--- src/rtl/eph_pkg.sv ---
// Constants, register map and state type for the Ethernet PHY bring-up block
package eph_pkg;
	// Management frame fields
	localparam logic [4:0]  PHY_ADDR   = 5'h01;
	localparam logic [1:0]  FRM_START  = 2'h1;
	localparam logic [1:0]  OP_READ    = 2'h2;
	localparam logic [1:0]  OP_WRITE   = 2'h1;
	localparam logic [3:0]  HDR_LAST   = 4'hC;
	localparam logic [3:0]  TA_LAST    = 4'h1;
	localparam logic [3:0]  DATA_LAST  = 4'hF;
	// Register addresses
	localparam logic [4:0]  REG_CTRL   = 5'h00;
	localparam logic [4:0]  REG_STAT   = 5'h01;
	localparam logic [4:0]  REG_ID1    = 5'h02;
	localparam logic [4:0]  REG_ID2    = 5'h03;
	localparam logic [4:0]  REG_ADV    = 5'h04;
	localparam logic [4:0]  REG_GADV   = 5'h09;
	localparam logic [4:0]  REG_DLY    = 5'h19;
	// Field positions
	localparam int          CTRL_RESET_B   = 15;
	localparam int          CTRL_SPD0_B    = 13;
	localparam int          CTRL_ANEN_B    = 12;
	localparam int          CTRL_RESTART_B = 9;
	localparam int          CTRL_SPD1_B    = 6;
	localparam int          STAT_ANC_B     = 5;
	localparam int          STAT_LINK_B    = 2;
	localparam int          ADV_100_B      = 8;
	localparam int          ADV_100H_B     = 7;
	localparam int          GADV_1000F_B   = 9;
	// Values after reset
	localparam logic [15:0] STAT_CAPS  = 16'h7909;
	localparam logic [15:0] ADV_RST    = 16'h01E1;
	localparam logic [15:0] GADV_RST   = 16'h0200;
	localparam logic [1:0]  DLY_RST    = 2'h3;
	localparam logic [15:0] ID1_VAL    = 16'h1234; // Arbitrary value
	localparam logic [15:0] ID2_VAL    = 16'h5670; // Arbitrary value
	// Identifier storage
	localparam logic [7:0]  OTP_ID_BASE = 8'h20;
	localparam logic [7:0]  OTP_ID_LAST = 8'h25;
	localparam logic [7:0]  OTP_BLANK   = 8'hFF;
	// Timing
	localparam int CLK_HZ     = 20000000;
	localparam int ANEG_US    = 1000;
	localparam int EEE_ON_MS  = 400;
	localparam int EEE_OFF_MS = 2000;
	localparam int ACT_MS     = 50;
	localparam int ANEG_CYC    = CLK_HZ / 1000000 * ANEG_US;
	localparam int EEE_ON_CYC  = CLK_HZ / 1000 * EEE_ON_MS;
	localparam int EEE_OFF_CYC = CLK_HZ / 1000 * EEE_OFF_MS;
	localparam int ACT_CYC     = CLK_HZ / 1000 * ACT_MS;
	// Link speed codes
	localparam logic [1:0] SPD_10   = 2'h0;
	localparam logic [1:0] SPD_100  = 2'h1;
	localparam logic [1:0] SPD_1000 = 2'h2;

	typedef enum logic [1:0] {
		MST_IDLE = 2'b00,
		MST_HDR  = 2'b01,
		MST_TA   = 2'b10,
		MST_DATA = 2'b11
	} eph_mst_t;
endpackage

--- src/rtl/eph_phy_core.sv ---
// Ethernet PHY bring-up: management slave, link, indicators, identifier
`timescale 1ns/10ps
module eph_phy_core #(
	parameter int          ANEG_CYC    = eph_pkg::ANEG_CYC,
	parameter int          EEE_ON_CYC  = eph_pkg::EEE_ON_CYC,
	parameter int          EEE_OFF_CYC = eph_pkg::EEE_OFF_CYC,
	parameter int          ACT_CYC     = eph_pkg::ACT_CYC,
	parameter logic [47:0] MAC_ID      = 48'h0200000000A5 // Arbitrary value
) (
	// Clock and reset
	input  wire logic       clk,
	input  wire logic       srst,
	// Host GPIO lines
	input  wire logic       phy_reset_line_n,
	output logic            phy_irq_line_n,
	// Management bus
	input  wire logic       mdc,
	input  wire logic       mdio_in,
	output logic            mdio_out,
	output logic            mdio_oe,
	// Line side
	input  wire logic       partner_present,
	input  wire logic       partner_eee,
	// RGMII frame activity
	input  wire logic       rgmii_rx_dv,
	input  wire logic       rgmii_tx_en,
	// Status and configuration
	output logic            link_up,
	output logic            an_done,
	output logic [1:0]      link_speed,
	output logic            rgmii_txc_delay_en,
	output logic            rgmii_rxc_delay_en,
	output logic            led_link,
	output logic            led_act,
	// Identifier storage
	input  wire logic [7:0] otp_addr,
	output logic [7:0]      otp_data
);
	logic             rstn_s1, rstn_s2, rst;
	logic             mdc_s1, mdc_s2, mdc_s3, mdio_s1, mdio_s2;
	logic             prt_s1, prt_s2, eee_s1, eee_s2;
	logic [1:0]       act_s1, act_s2;
	logic             mdc_rise, mdc_fall;
	eph_pkg::eph_mst_t st;
	logic [3:0]       cnt;
	logic [13:0]      hdr;
	logic [13:0]      hv;
	logic [15:0]      wsh, wdat;
	logic [16:0]      rd_sh;
	logic [4:0]       reg_a;
	logic             mine, is_rd, rd_act, wr_stb, rd_done;
	logic [15:0]      rd_val;
	logic             an_en, an_restart, link_q, stat_ll;
	logic [1:0]       frc_spd;
	logic [15:0]      adv, gadv;
	logic [25:0]      aneg_cnt, eee_cnt, act_cnt;
	logic             act_pend;
	logic [7:0]       next_otp;

	// Pin reset is asynchronous to clk, so it is synchronised first
	always_ff @(posedge clk) begin
		if (srst) begin
			rstn_s1 <= 1'b0;
			rstn_s2 <= 1'b0;
		end else begin
			rstn_s1 <= phy_reset_line_n;
			rstn_s2 <= rstn_s1;
		end
	end
	assign rst = srst | ~rstn_s2;

	// Bus, line and activity pins pass two flops (otp_addr does not); mdc needs a third for edge finding
	always_ff @(posedge clk) begin
		if (srst) begin
			{mdc_s1, mdc_s2, mdc_s3, mdio_s1, mdio_s2} <= 5'h00;
			{prt_s1, prt_s2, eee_s1, eee_s2, act_s1, act_s2} <= 8'h00;
		end else begin
			mdc_s1  <= mdc;
			mdc_s2  <= mdc_s1;
			mdc_s3  <= mdc_s2;
			mdio_s1 <= mdio_in;
			mdio_s2 <= mdio_s1;
			prt_s1  <= partner_present;
			prt_s2  <= prt_s1;
			eee_s1  <= partner_eee;
			eee_s2  <= eee_s1;
			// Each pin synchronised alone; no gate ahead of the first flop
			act_s1  <= {rgmii_rx_dv, rgmii_tx_en};
			act_s2  <= act_s1;
		end
	end
	assign mdc_rise = mdc_s2 & ~mdc_s3;
	assign mdc_fall = ~mdc_s2 & mdc_s3;
	assign hv = {hdr[12:0], mdio_s2};

	always_comb begin
		unique case (hv[4:0])
			eph_pkg::REG_CTRL: begin
				rd_val = 16'h0000;
				rd_val[eph_pkg::CTRL_ANEN_B] = an_en;
				rd_val[eph_pkg::CTRL_SPD0_B] = frc_spd[0];
				rd_val[eph_pkg::CTRL_SPD1_B] = frc_spd[1];
			end
			eph_pkg::REG_STAT: begin
				rd_val = eph_pkg::STAT_CAPS;
				rd_val[eph_pkg::STAT_LINK_B] = stat_ll;
				rd_val[eph_pkg::STAT_ANC_B] = an_done;
			end
			eph_pkg::REG_ID1: rd_val = eph_pkg::ID1_VAL;
			eph_pkg::REG_ID2: rd_val = eph_pkg::ID2_VAL;
			eph_pkg::REG_ADV: rd_val = adv;
			eph_pkg::REG_GADV: rd_val = gadv;
			eph_pkg::REG_DLY:
				rd_val = {14'h0000, rgmii_rxc_delay_en, rgmii_txc_delay_en};
			default: rd_val = 16'h0000;
		endcase
	end

	// Management frame slave: sample on mdc rise, drive on mdc fall
	always_ff @(posedge clk) begin
		if (rst) begin
			st <= eph_pkg::MST_IDLE;
			cnt <= 4'h0;
			hdr <= 14'h0000;
			wsh <= 16'h0000;
			wdat <= 16'h0000;
			rd_sh <= 17'h00000;
			reg_a <= 5'h00;
			{mine, is_rd, rd_act, wr_stb, rd_done} <= 5'h00;
			mdio_oe <= 1'b0;
			mdio_out <= 1'b0;
		end else begin
			wr_stb <= 1'b0;
			rd_done <= 1'b0;
			if (mdc_rise) begin
				cnt <= cnt + 4'h1;
				unique case (st)
					eph_pkg::MST_IDLE: begin
						// Preamble ones are skipped; the first zero is the start
						cnt <= 4'h0;
						hdr <= 14'h0000;
						if (!mdio_s2) begin
							st <= eph_pkg::MST_HDR;
						end
					end
					eph_pkg::MST_HDR: begin
						hdr <= hv;
						if (cnt == eph_pkg::HDR_LAST) begin
							mine <= hv[13:12] == eph_pkg::FRM_START &&
								hv[9:5] == eph_pkg::PHY_ADDR &&
								(hv[11:10] == eph_pkg::OP_READ ||
								 hv[11:10] == eph_pkg::OP_WRITE);
							is_rd <= hv[11:10] == eph_pkg::OP_READ;
							rd_act <= hv[13:12] == eph_pkg::FRM_START &&
								hv[9:5] == eph_pkg::PHY_ADDR &&
								hv[11:10] == eph_pkg::OP_READ;
							rd_sh <= {1'b0, rd_val};
							reg_a <= hv[4:0];
							st <= eph_pkg::MST_TA;
							cnt <= 4'h0;
						end
					end
					eph_pkg::MST_TA: begin
						if (cnt == eph_pkg::TA_LAST) begin
							st <= eph_pkg::MST_DATA;
							cnt <= 4'h0;
						end
					end
					eph_pkg::MST_DATA: begin
						wsh <= {wsh[14:0], mdio_s2};
						if (cnt == eph_pkg::DATA_LAST) begin
							st <= eph_pkg::MST_IDLE;
							rd_act <= 1'b0;
							wdat <= {wsh[14:0], mdio_s2};
							wr_stb <= mine & ~is_rd;
							rd_done <= mine & is_rd;
						end
					end
				endcase
			end
			// Own the line only from second turnaround bit to last data bit
			if (mdc_fall) begin
				if (rd_act && ((st == eph_pkg::MST_TA &&
					cnt == eph_pkg::TA_LAST) || st == eph_pkg::MST_DATA)) begin
					mdio_oe <= 1'b1;
					mdio_out <= rd_sh[16];
					rd_sh <= {rd_sh[15:0], 1'b0};
				end else begin
					mdio_oe <= 1'b0;
					mdio_out <= 1'b0;
				end
			end
		end
	end

	// Configuration registers; a soft reset restores an_en, adv and gadv only; speed takes the written bits
	always_ff @(posedge clk) begin
		if (rst) begin
			an_en <= 1'b1;
			an_restart <= 1'b0;
			frc_spd <= eph_pkg::SPD_1000;
			adv <= eph_pkg::ADV_RST;
			gadv <= eph_pkg::GADV_RST;
			{rgmii_rxc_delay_en, rgmii_txc_delay_en} <= eph_pkg::DLY_RST;
		end else begin
			an_restart <= 1'b0;
			if (wr_stb) begin
				unique case (reg_a)
					eph_pkg::REG_CTRL: begin
						if (wdat[eph_pkg::CTRL_RESET_B]) begin
							an_en <= 1'b1;
							adv <= eph_pkg::ADV_RST;
							gadv <= eph_pkg::GADV_RST;
							an_restart <= 1'b1;
						end else begin
							an_en <= wdat[eph_pkg::CTRL_ANEN_B];
							an_restart <= wdat[eph_pkg::CTRL_RESTART_B];
						end
						frc_spd <= {wdat[eph_pkg::CTRL_SPD1_B],
							wdat[eph_pkg::CTRL_SPD0_B]};
					end
					eph_pkg::REG_ADV: adv <= wdat;
					eph_pkg::REG_GADV: gadv <= wdat;
					eph_pkg::REG_DLY:
						{rgmii_rxc_delay_en, rgmii_txc_delay_en} <= wdat[1:0];
					default: ;
				endcase
			end
		end
	end

	// Link comes up without any host access once negotiation time passes
	always_ff @(posedge clk) begin
		if (rst) begin
			aneg_cnt <= 26'h0000000;
			link_up <= 1'b0;
			an_done <= 1'b0;
			link_speed <= eph_pkg::SPD_10;
		end else if (!prt_s2 || an_restart) begin
			aneg_cnt <= 26'h0000000;
			link_up <= 1'b0;
			an_done <= 1'b0;
		end else if (!an_en) begin
			link_up <= 1'b1;
			an_done <= 1'b0;
			link_speed <= frc_spd;
		end else if (!link_up) begin
			if (aneg_cnt == 26'(ANEG_CYC - 1)) begin
				link_up <= 1'b1;
				an_done <= 1'b1;
				link_speed <= gadv[eph_pkg::GADV_1000F_B] ? eph_pkg::SPD_1000 :
					(adv[eph_pkg::ADV_100_B] | adv[eph_pkg::ADV_100H_B]) ?
					eph_pkg::SPD_100 : eph_pkg::SPD_10;
			end else begin
				aneg_cnt <= aneg_cnt + 26'h0000001;
			end
		end
	end

	// Latched-low link bit and change interrupt; a new change beats the read
	always_ff @(posedge clk) begin
		if (rst) begin
			link_q <= 1'b0;
			stat_ll <= 1'b0;
			phy_irq_line_n <= 1'b1;
		end else begin
			link_q <= link_up;
			stat_ll <= link_up &
				(stat_ll | (rd_done && reg_a == eph_pkg::REG_STAT));
			if (link_q != link_up) begin
				phy_irq_line_n <= 1'b0;
			end else if (rd_done && reg_a == eph_pkg::REG_STAT) begin
				phy_irq_line_n <= 1'b1;
			end
		end
	end

	// Link indicator, blinking in energy-efficient mode
	always_ff @(posedge clk) begin
		if (rst || !link_up) begin
			eee_cnt <= 26'h0000000;
			led_link <= 1'b0;
		end else if (!eee_s2) begin
			eee_cnt <= 26'h0000000;
			led_link <= 1'b1;
		end else begin
			eee_cnt <= (eee_cnt == 26'(EEE_ON_CYC + EEE_OFF_CYC - 1)) ?
				26'h0000000 : eee_cnt + 26'h0000001;
			led_link <= eee_cnt < 26'(EEE_ON_CYC);
		end
	end

	// Activity blinks at a fixed rate so short frames stay visible
	always_ff @(posedge clk) begin
		if (rst) begin
			act_cnt <= 26'h0000000;
			act_pend <= 1'b0;
			led_act <= 1'b0;
		end else if (act_cnt == 26'(ACT_CYC - 1)) begin
			act_cnt <= 26'h0000000;
			act_pend <= |act_s2;
			led_act <= act_pend & ~led_act;
		end else begin
			act_cnt <= act_cnt + 26'h0000001;
			act_pend <= act_pend | (|act_s2);
		end
	end

	// Identifier bytes in transmission order from the lowest address
	always_comb begin
		next_otp = eph_pkg::OTP_BLANK;
		for (int i = 0; i < 6; i++) begin
			if (otp_addr == eph_pkg::OTP_ID_BASE + 8'(i)) begin
				next_otp = MAC_ID[47 - 8 * i -: 8];
			end
		end
	end

	always_ff @(posedge clk) begin
		if (rst) begin
			otp_data <= eph_pkg::OTP_BLANK;
		end else begin
			otp_data <= next_otp;
		end
	end
endmodule

--- config.mk ---
export PLATFORM = sky130hd
export DESIGN_NAME = eph_phy_core
export DESIGN_NICKNAME = d
export VERILOG_FILES = /design/src/rtl/eph_pkg.sv /design/src/rtl/eph_phy_core.sv
export SDC_FILE = /design/constraint.sdc
export NUM_CORES = 1
export LEC_CHECK = 0
export BUFFER_PORTS_ARGS = -buffer_cell sky130_fd_sc_hd__buf_2
export CORE_UTILIZATION = 29
export CTS_CLUSTER_DIAMETER = 100
export DETAILED_ROUTE_END_ITERATION = 16
export MAX_ROUTING_LAYER = met4
export SKIP_LAST_GASP = 1
export SLEW_MARGIN = 20
export SYNTH_ARGS = -nofsm -noshare
export SYNTH_HDL_FRONTEND = slang
export SYNTH_SLANG_ARGS = --single-unit
--- constraint.sdc ---
create_clock -name clk -period 3.3 [get_ports clk]
set_input_delay 0.66 -clock clk [delete_from_list [all_inputs] [get_ports clk]]
set_output_delay 0.66 -clock clk [all_outputs]
set_load 0.02 [all_outputs]
# After elaboration in Yosys (flattened, before gate mapping)
# Index checks and enable logic that the tools add are counted.
# Widths: inputs -> output; s select.
# totals
reg_bits	228
inputBits	17
out_inout_bits	19
wordCells	200
# op_classes
add_sub_neg	4
magnitude_cmp	1
eq_ne	37
muxes	44
bitwise_logic	25
reduce_logical	41
# op_table
op	count
$pmux 16 s7	1
$mux 17	5
$add 26x1->26 const B	3
$pmux 16 s2	2
$eq 8x6->1 const B	6
$mux 8	5
$mux 16	2
$eq 26x15->1 const B	1
$eq 26x20->1 const B	1
$eq 26x26->1 const B	1
$lt 26x23->1 const B	1
$pmux 13 s2	1
$reduce_and 3->1	6
$mux 2	8
$eq 5x1->1 const B	3
$not 1->1	15
$mux 1	14
$ne 2x2->1 const B	6
$pmux 4 s3	1
$eq 5x2->1 const B	2
$eq 5x3->1 const B	2
$eq 5x4->1 const B	2
$eq 5x5->1 const B	2
$logic_not 5->1	2
24 further kinds	60

# Longest topological paths before layout
# Gate-level depths: netlist of run 1.
# depth
ltp_word	7
mapped_depth	9
mapped_depth_nobuf	7

# Least setup slack after synthesis of run 1
# Ideal clock, no wire load.
# synth_timing
path_kind	register -> register
from	reg act_cnt[0]
to	reg led_act
setup_ns	0.070
t_arrival_ns	1.822
required_ns	3.230
path_slack_ns	1.407
path_stages_with_launch	7
path_buffers	0
period_less_slack_ns	1.893
cell_sequence	dfxtp_1 > ha_1 > nand4_1 > or2_1 > or3_4 > or3b_1 > a21oi_1
# synth_via
elab_chain_cells	1
# synth_rtl
element	line	text
start, declared	eph_phy_core.sv:56	logic [25:0] aneg_cnt, eee_cnt, act_cnt;
start signal, assigned	eph_phy_core.sv:304	act_cnt <= act_cnt + 26'h0000001;
$eq 26x20->1	eph_phy_core.sv:299	end else if (act_cnt == 26'(ACT_CYC - 1)) begin
end signal, assigned	eph_phy_core.sv:302	led_act <= act_pend & ~led_act;
end, declared	eph_phy_core.sv:34	output logic led_act,
# No other way between the ends.
# A chain may end at the register's enable or synchronous reset.

# Final worst setup path of run 1
# layout_timing
from	reg act_cnt[0]
to	reg act_cnt[21]
# layout_via
elab_chain_cells	2
word_cells_on_any_way	3
classes_between	1 x add/sub; 1 x eq/ne; 1 x reduce/logical
# layout_rtl
element
parallel branches: the longest is 2 deep, another holds $add 26x1->26
# Several ways; the timed one is not identified.

==> flow_metrics.tcl, run 1 <==
set metrics [dict create \
    regArea_um2 4464 \
    ir_drop_v 0.0003698 \
    cts_resized 0 \
    mostFrequentLayoutCells "223 x dfxtp_1, 146 x nor2_1, 135 x nand2_1, 64 x a21oi_1, 40 x nand3_1" \
    num_rows 65 \
    multi_input_area_um2 4626 \
    synth_ff_type "dfxtp_1" \
    first_pass_iters 5 \
    p_per_area_nw_per_um2 501.6 \
    hold_depth 2 \
    crit_type "reg2reg" \
    synthCells 1092 \
    end_kind "register" \
    critical_path_required_ns 3.67 \
    slew_violations 0 \
    grt_pass1_wl_um 37200 \
    setup_tns_ns 0 \
    pwr-share-comb_pct 1.2 \
    critPathSlowestCell "nand2_1" \
    status "finished clean" \
    syn_nets 1120 \
    setup_viol 0 \
    r2r_cells 6 \
    area_delta_synth_final_pct 14.43 \
    gp_congestion 0.8102 \
    holdWs_ns 0.3441 \
    critPathLaunchType "register" \
    htree_levels 1 \
    post-dp-hpwl_um 15210 \
    route.detailed.wl_per_inst_um 14.22 \
    dr.first_iter.drc_count 545 \
    n_antenna_cell 0 \
    drt-vias-per-instance 4.917 \
    path_max_fanout 24 \
    groute.usage.overall_pct 13.91 \
    clk_pin_slew_worst_paths_ns 0.06 \
    cp_data_arrival_time_ns 2.72 \
    grt_max_degree 36 \
    n_fill_cell 3257 \
    ys_warn_count 0 \
    ctsHoldBuffers 0 \
    layout_commonest_cell "dfxtp_1" \
    p_int_uw 4291 \
    period_needed_ns 2.349 \
    root_buffer "clkbuf_16" \
    timing.slew.headroom_pct 48.52 \
    drive_above_1_share_pct 9.706 \
    cap_violations 0 \
    antenna_left 0 \
    insertion_delay_ns 0.52 \
    die_y_um 182.3 \
    synth_edf_count 0 \
    clock-sinks 223 \
    hold_viol_final 0 \
    rsz0062_at_grt "no" \
    totalWireLength_um 22150 \
    start_util_pct 29.63 \
    final_nets 1136 \
    synthArstFlopShare_pct 0 \
    max_freq_mhz 425.6 \
    clock_path_buffers 3 \
    vias 7660 \
    p_leak_uw 0.003384 \
    grt-ovfl-total 0 \
    cts_tree "done" \
    cts_setup_buffers 0 \
    max_slew.worst_pin.slew_ns 0.7703 \
    swShare_pct 20.66 \
    hold_path_startpoint "otp_addr[0]" \
    ys_seq_area_share_pct 47.38 \
    path_cells "ha_1 -> nand4_1 -> or2_1 -> or3_4 -> nand2_1 -> nor2_1" \
    drcViolationCount 0 \
    synth_area_per_cell_um2 8.629 \
    io_pins 36 \
    clock_power_share_pct 48.7 \
    cts_buffers 24 \
    dieArea_um2 33220 \
    synth.distinct_cells 67 \
    core_um2 31800 \
    seqPwrFrac_pct 50.0 \
    crit_path_max_incr_delay_ns 0.59 \
    clock_skew_ns 0.01894 \
    syn_area_um2 9423 \
    crit_start "act_cnt[0]" \
    antenna_found_initial 1 \
    hp-class "in2reg" \
    worstReg2RegStart "act_cnt[0]" \
    period_share_pct 71.19 \
    p_sw_uw 1118 \
    io_buffers 35 \
    grt_pass1_vias 7255 \
    die_x_um 182.3 \
    synth-seq-cells 223 \
]
path summary, 6_finish.rpt:
check / endpoint / slack [ns]
max: act_cnt[21] / 0.95
min reg2reg: act_s2[1] / 0.43
max reg2reg: act_cnt[21] / 0.95
min: otp_data[1] / 0.34
critical path: cells and delay by family, from the launching register on:
kind,cells,cell delay [ns]
flops,1,0.35
simple gates,5,1.62
fa+ha+maj,1,0.22
cells by family (layout without fill, tap and decap cells):
family	count (synthesis)	count (layout)	synth area share, %
XOR/XNOR	57	57	5.298
AND/OR/NAND/NOR	505	505	26.49
adder cells (fa/ha/maj)	11	11	1.461
AO/OA/AOI/OAI	205	205	14.65
buffers and inverters	81	112	3.638
flip-flops	223	223	47.38
multiplexers	10	10	1.089
Yosys cell counts, types with 3 or more instances:
cell type,n,share of area [%]
mux2i_1,8,0.85
o41ai_1,3,0.28
o21ai_1,5,0.27
or3_1,12,0.80
nor4b_1,5,0.46
nand4_1,27,1.8
a22oi_1,31,2.5
and4_1,9,0.84
o211ai_1,3,0.24
dfxtp_1,223,47
nor2_2,3,0.20
ha_1,11,1.5
nand2_1,135,5.4
nand2b_1,7,0.46
xor2_1,27,2.5
a22o_1,11,1.0
a221o_1,6,0.64
and2_1,13,0.86
buf_1,6,0.24
a211oi_1,3,0.24
o22a_1,5,0.46
nor4_2,6,0.80
a21oi_1,64,3.4
o31ai_1,7,0.56
xnor2_1,30,2.8
or4_1,8,0.64
buf_4,5,0.40
clkbuf_1,40,1.6
buf_2,10,0.53
nand3_1,40,2.1
a221oi_1,16,1.5
nor4_1,14,0.93
inv_1,19,0.76
nor3_1,25,1.3
o21ai_0,30,1.6
nor3b_1,3,0.24
nor2_1,146,5.8
and3_1,12,0.80
nor2b_1,26,1.7
registers in the layout (all words and copies together) (netlist names), 3 cells and up:
signal    cells
rd_sh        17
otp_data      3
cnt           4
hdr          13
wdat         16
adv          16
gadv         16
aneg_cnt     26
act_cnt      26
reg_a         5
eee_cnt      26
wsh          15
through the flow:
stage,setup WS [ns],utilization [%],total power [µW],cells,cell area (µm²)
4_1_cts,0.9311,33.91,5504,1558,10780
3_3_place_gp,0.7867,31.47,2833,1517,10010
2_1_floorplan,1.407,-,2803,1092,9423
3_5_place_dp,0.7043,31.47,2834,1517,10010
5_1_grt,0.6020,33.91,5618,1558,10780
6_report,0.9506,33.91,5409,1558,10780
cell type report:
type                    count  share of cell area [%]
multi-input cells         788                   42.90
flip-flops and latches    223                   41.40
clock buffers              34                   6.579
well taps                 435                   5.048
repair buffers             52                   2.808
inverters                  19                  0.6614
clock inverters             7                  0.6034
metal layers:
metal  global-route usage, %  routed length (µm)
met5                       -                   0
met4                   4.235                 480
met3                   2.115                1026
met2                   22.08               10120
met1                   18.17               10520
power groups by stage:
stage               clock network (µW)  logic [µW]  registers (µW)
floorplan                            0        40.4            2760
global placement                     0        66.8            2770
detailed placement                   0        66.8            2770
CTS                               2730        67.0            2710
global route                      2840        74.2            2710
finish                            2640        65.6            2710
No activity file was read; power rests on OpenSTA's default activity.
==> run 2, diff against run 1 <==
==> constraint.sdc (replaced) <==
create_clock -name clk -period 2 [get_ports clk]
set_input_delay 0.4 -clock clk [delete_from_list [all_inputs] [get_ports clk]]
set_output_delay 0.4 -clock clk [all_outputs]
set_load 0.02 [all_outputs]
==> flow_metrics.tcl, run 2 (synthesized netlist as in run 1, its figures left out) <==
set metrics [dict create \
    totalWireLength_um 22800 \
    multi_input_area_um2 4700 \
    crit_type "reg2reg" \
    grt_pass1_vias 7414 \
    critPathSlowestCell "or4_4" \
    post-dp-hpwl_um 15750 \
    groute.usage.overall_pct 14.23 \
    io_pins 36 \
    path_cells "ha_4 -> and4_4 -> nand4_1 -> or4_4 -> a221oi_2 -> nor3_1" \
    n_fill_cell 3261 \
    critical_path_required_ns 2.40 \
    regArea_um2 4469 \
    final_nets 1194 \
    timing.slew.headroom_pct 50.50 \
    dr.first_iter.drc_count 586 \
    clock_path_buffers 3 \
    setup_viol 0 \
    path_max_fanout 5 \
    io_buffers 35 \
    slew_violations 0 \
    drive_above_1_share_pct 15.17 \
    max_slew.worst_pin.slew_ns 0.7397 \
    gp_congestion 0.8552 \
    clock_skew_ns 0.01744 \
    crit_buf_inv 0 \
    reg_top3 "act_cnt x26, aneg_cnt x26, eee_cnt x26" \
    hold_viol_final 0 \
    ir_drop_v 0.0005830 \
    max_freq_mhz 505.1 \
    area_delta_synth_final_pct 20.54 \
    clk_pin_slew_worst_paths_ns 0.06 \
    dieArea_um2 33220 \
    p_leak_uw 0.003722 \
    layout_commonest_cell "dfxtp_1" \
    core_um2 31800 \
    grt_max_degree 70 \
    cap_violations 0 \
    n_antenna_cell 0 \
    period_needed_ns 1.980 \
    rsz0062_at_grt "yes" \
    critPathLaunchType "register" \
    cts_tree "done" \
    period_share_pct 98.99 \
    root_buffer "clkbuf_16" \
    hp-class "in2reg" \
    insertion_delay_ns 0.53 \
    grt_pass1_wl_um 37850 \
    pre_cts_slack_ns 0.01609 \
    status "finished clean" \
    crit_path_max_incr_delay_ns 0.62 \
    p_per_area_nw_per_um2 805.9 \
    critPathTopFamily "simple AND/OR/NAND/NOR gates" \
    setup_slack_ns 0.02018 \
    cp_data_arrival_time_ns 2.38 \
    htree_levels 1 \
    clock-sinks 223 \
    holdWs_ns 0.07582 \
    die_y_um 182.3 \
    die_x_um 182.3 \
    drcViolationCount 0 \
    first_pass_iters 5 \
    route.detailed.wl_per_inst_um 14.12 \
    cts_buffers 25 \
    end_kind "register" \
    num_rows 65 \
    mostFrequentLayoutCells "221 x dfxtp_1, 145 x nor2_1, 135 x nand2_1, 70 x buf_4, 64 x a21oi_1" \
    start_util_pct 29.63 \
    antenna_found_initial 0 \
    antenna_left 0 \
    grt-ovfl-total 0 \
    vias 7954 \
    drt-vias-per-instance 4.925 \
]
run 2: through the flow:
stage / power [µW] / cell area [µm²] / utilization [%] / TNS [ns] / instances
final: 9153 / 11360 / 35.72 / 0 / 1615
after global routing: 9460 / 11360 / 35.72 / -0.2392 / 1615
after CTS: 9261 / 11270 / 35.44 / 0 / 1614
after detailed placement: 4681 / 10470 / 32.91 / 0 / 1573
after global placement: 4682 / 10470 / 32.91 / 0 / 1573
after floorplan: 4625 / 9423 / - / 0 / 1092
run 2: final timing paths:
kind / startpoint / endpoint / slack (ns) / cells past startpoint
hold reg to reg: is_rd / wr_stb / 0.44 / 1
setup reg to reg: aneg_cnt[1] / link_speed[1] / 0.02 / 6
hold / removal: partner_eee / eee_s1 / 0.08 / 2
setup / recovery: aneg_cnt[1] / link_speed[1] / 0.02 / 6
run 2: cell type report:
type,instances,share of cell area [%]
multi-input cells,788,41.37
repair buffers,109,6.797
flip-flops and latches,223,39.35
inverters,19,0.6279
clock buffers,32,5.915
well taps,435,4.792
clock inverters,9,1.146
run 2: power breakdown:
part	switching (µW)	internal (µW)	total [µW]
clock network	1820	2750	4570
registers	9.33	4460	4470
logic	69.8	49.1	119
run 2: what timing repair did:
item	CTS	global route
hold buffers	0	0
buffers inserted	0	1
cloned	0	0
resized for setup	1	17
setup endpoints to repair	3	16
endpoints found under the hold margin	0	0
pin swaps	0	5
run 2: worst reg2reg max path: cells and delay by family, from the launching register on:
family | cells | cell delay [ns]
simple gates | 4 | 1.13
compound gates | 1 | 0.25
flops | 1 | 0.36
fa+ha+maj | 1 | 0.12
run 2: routing by layer:
layer,share of wire (%),GRT usage (%),up-vias
met5,0,-,-
met3,4.0,1.996,46
met1,49,18.81,3737
li1,-,-,4015
met4,2.9,4.941,0
met2,44,22.19,156
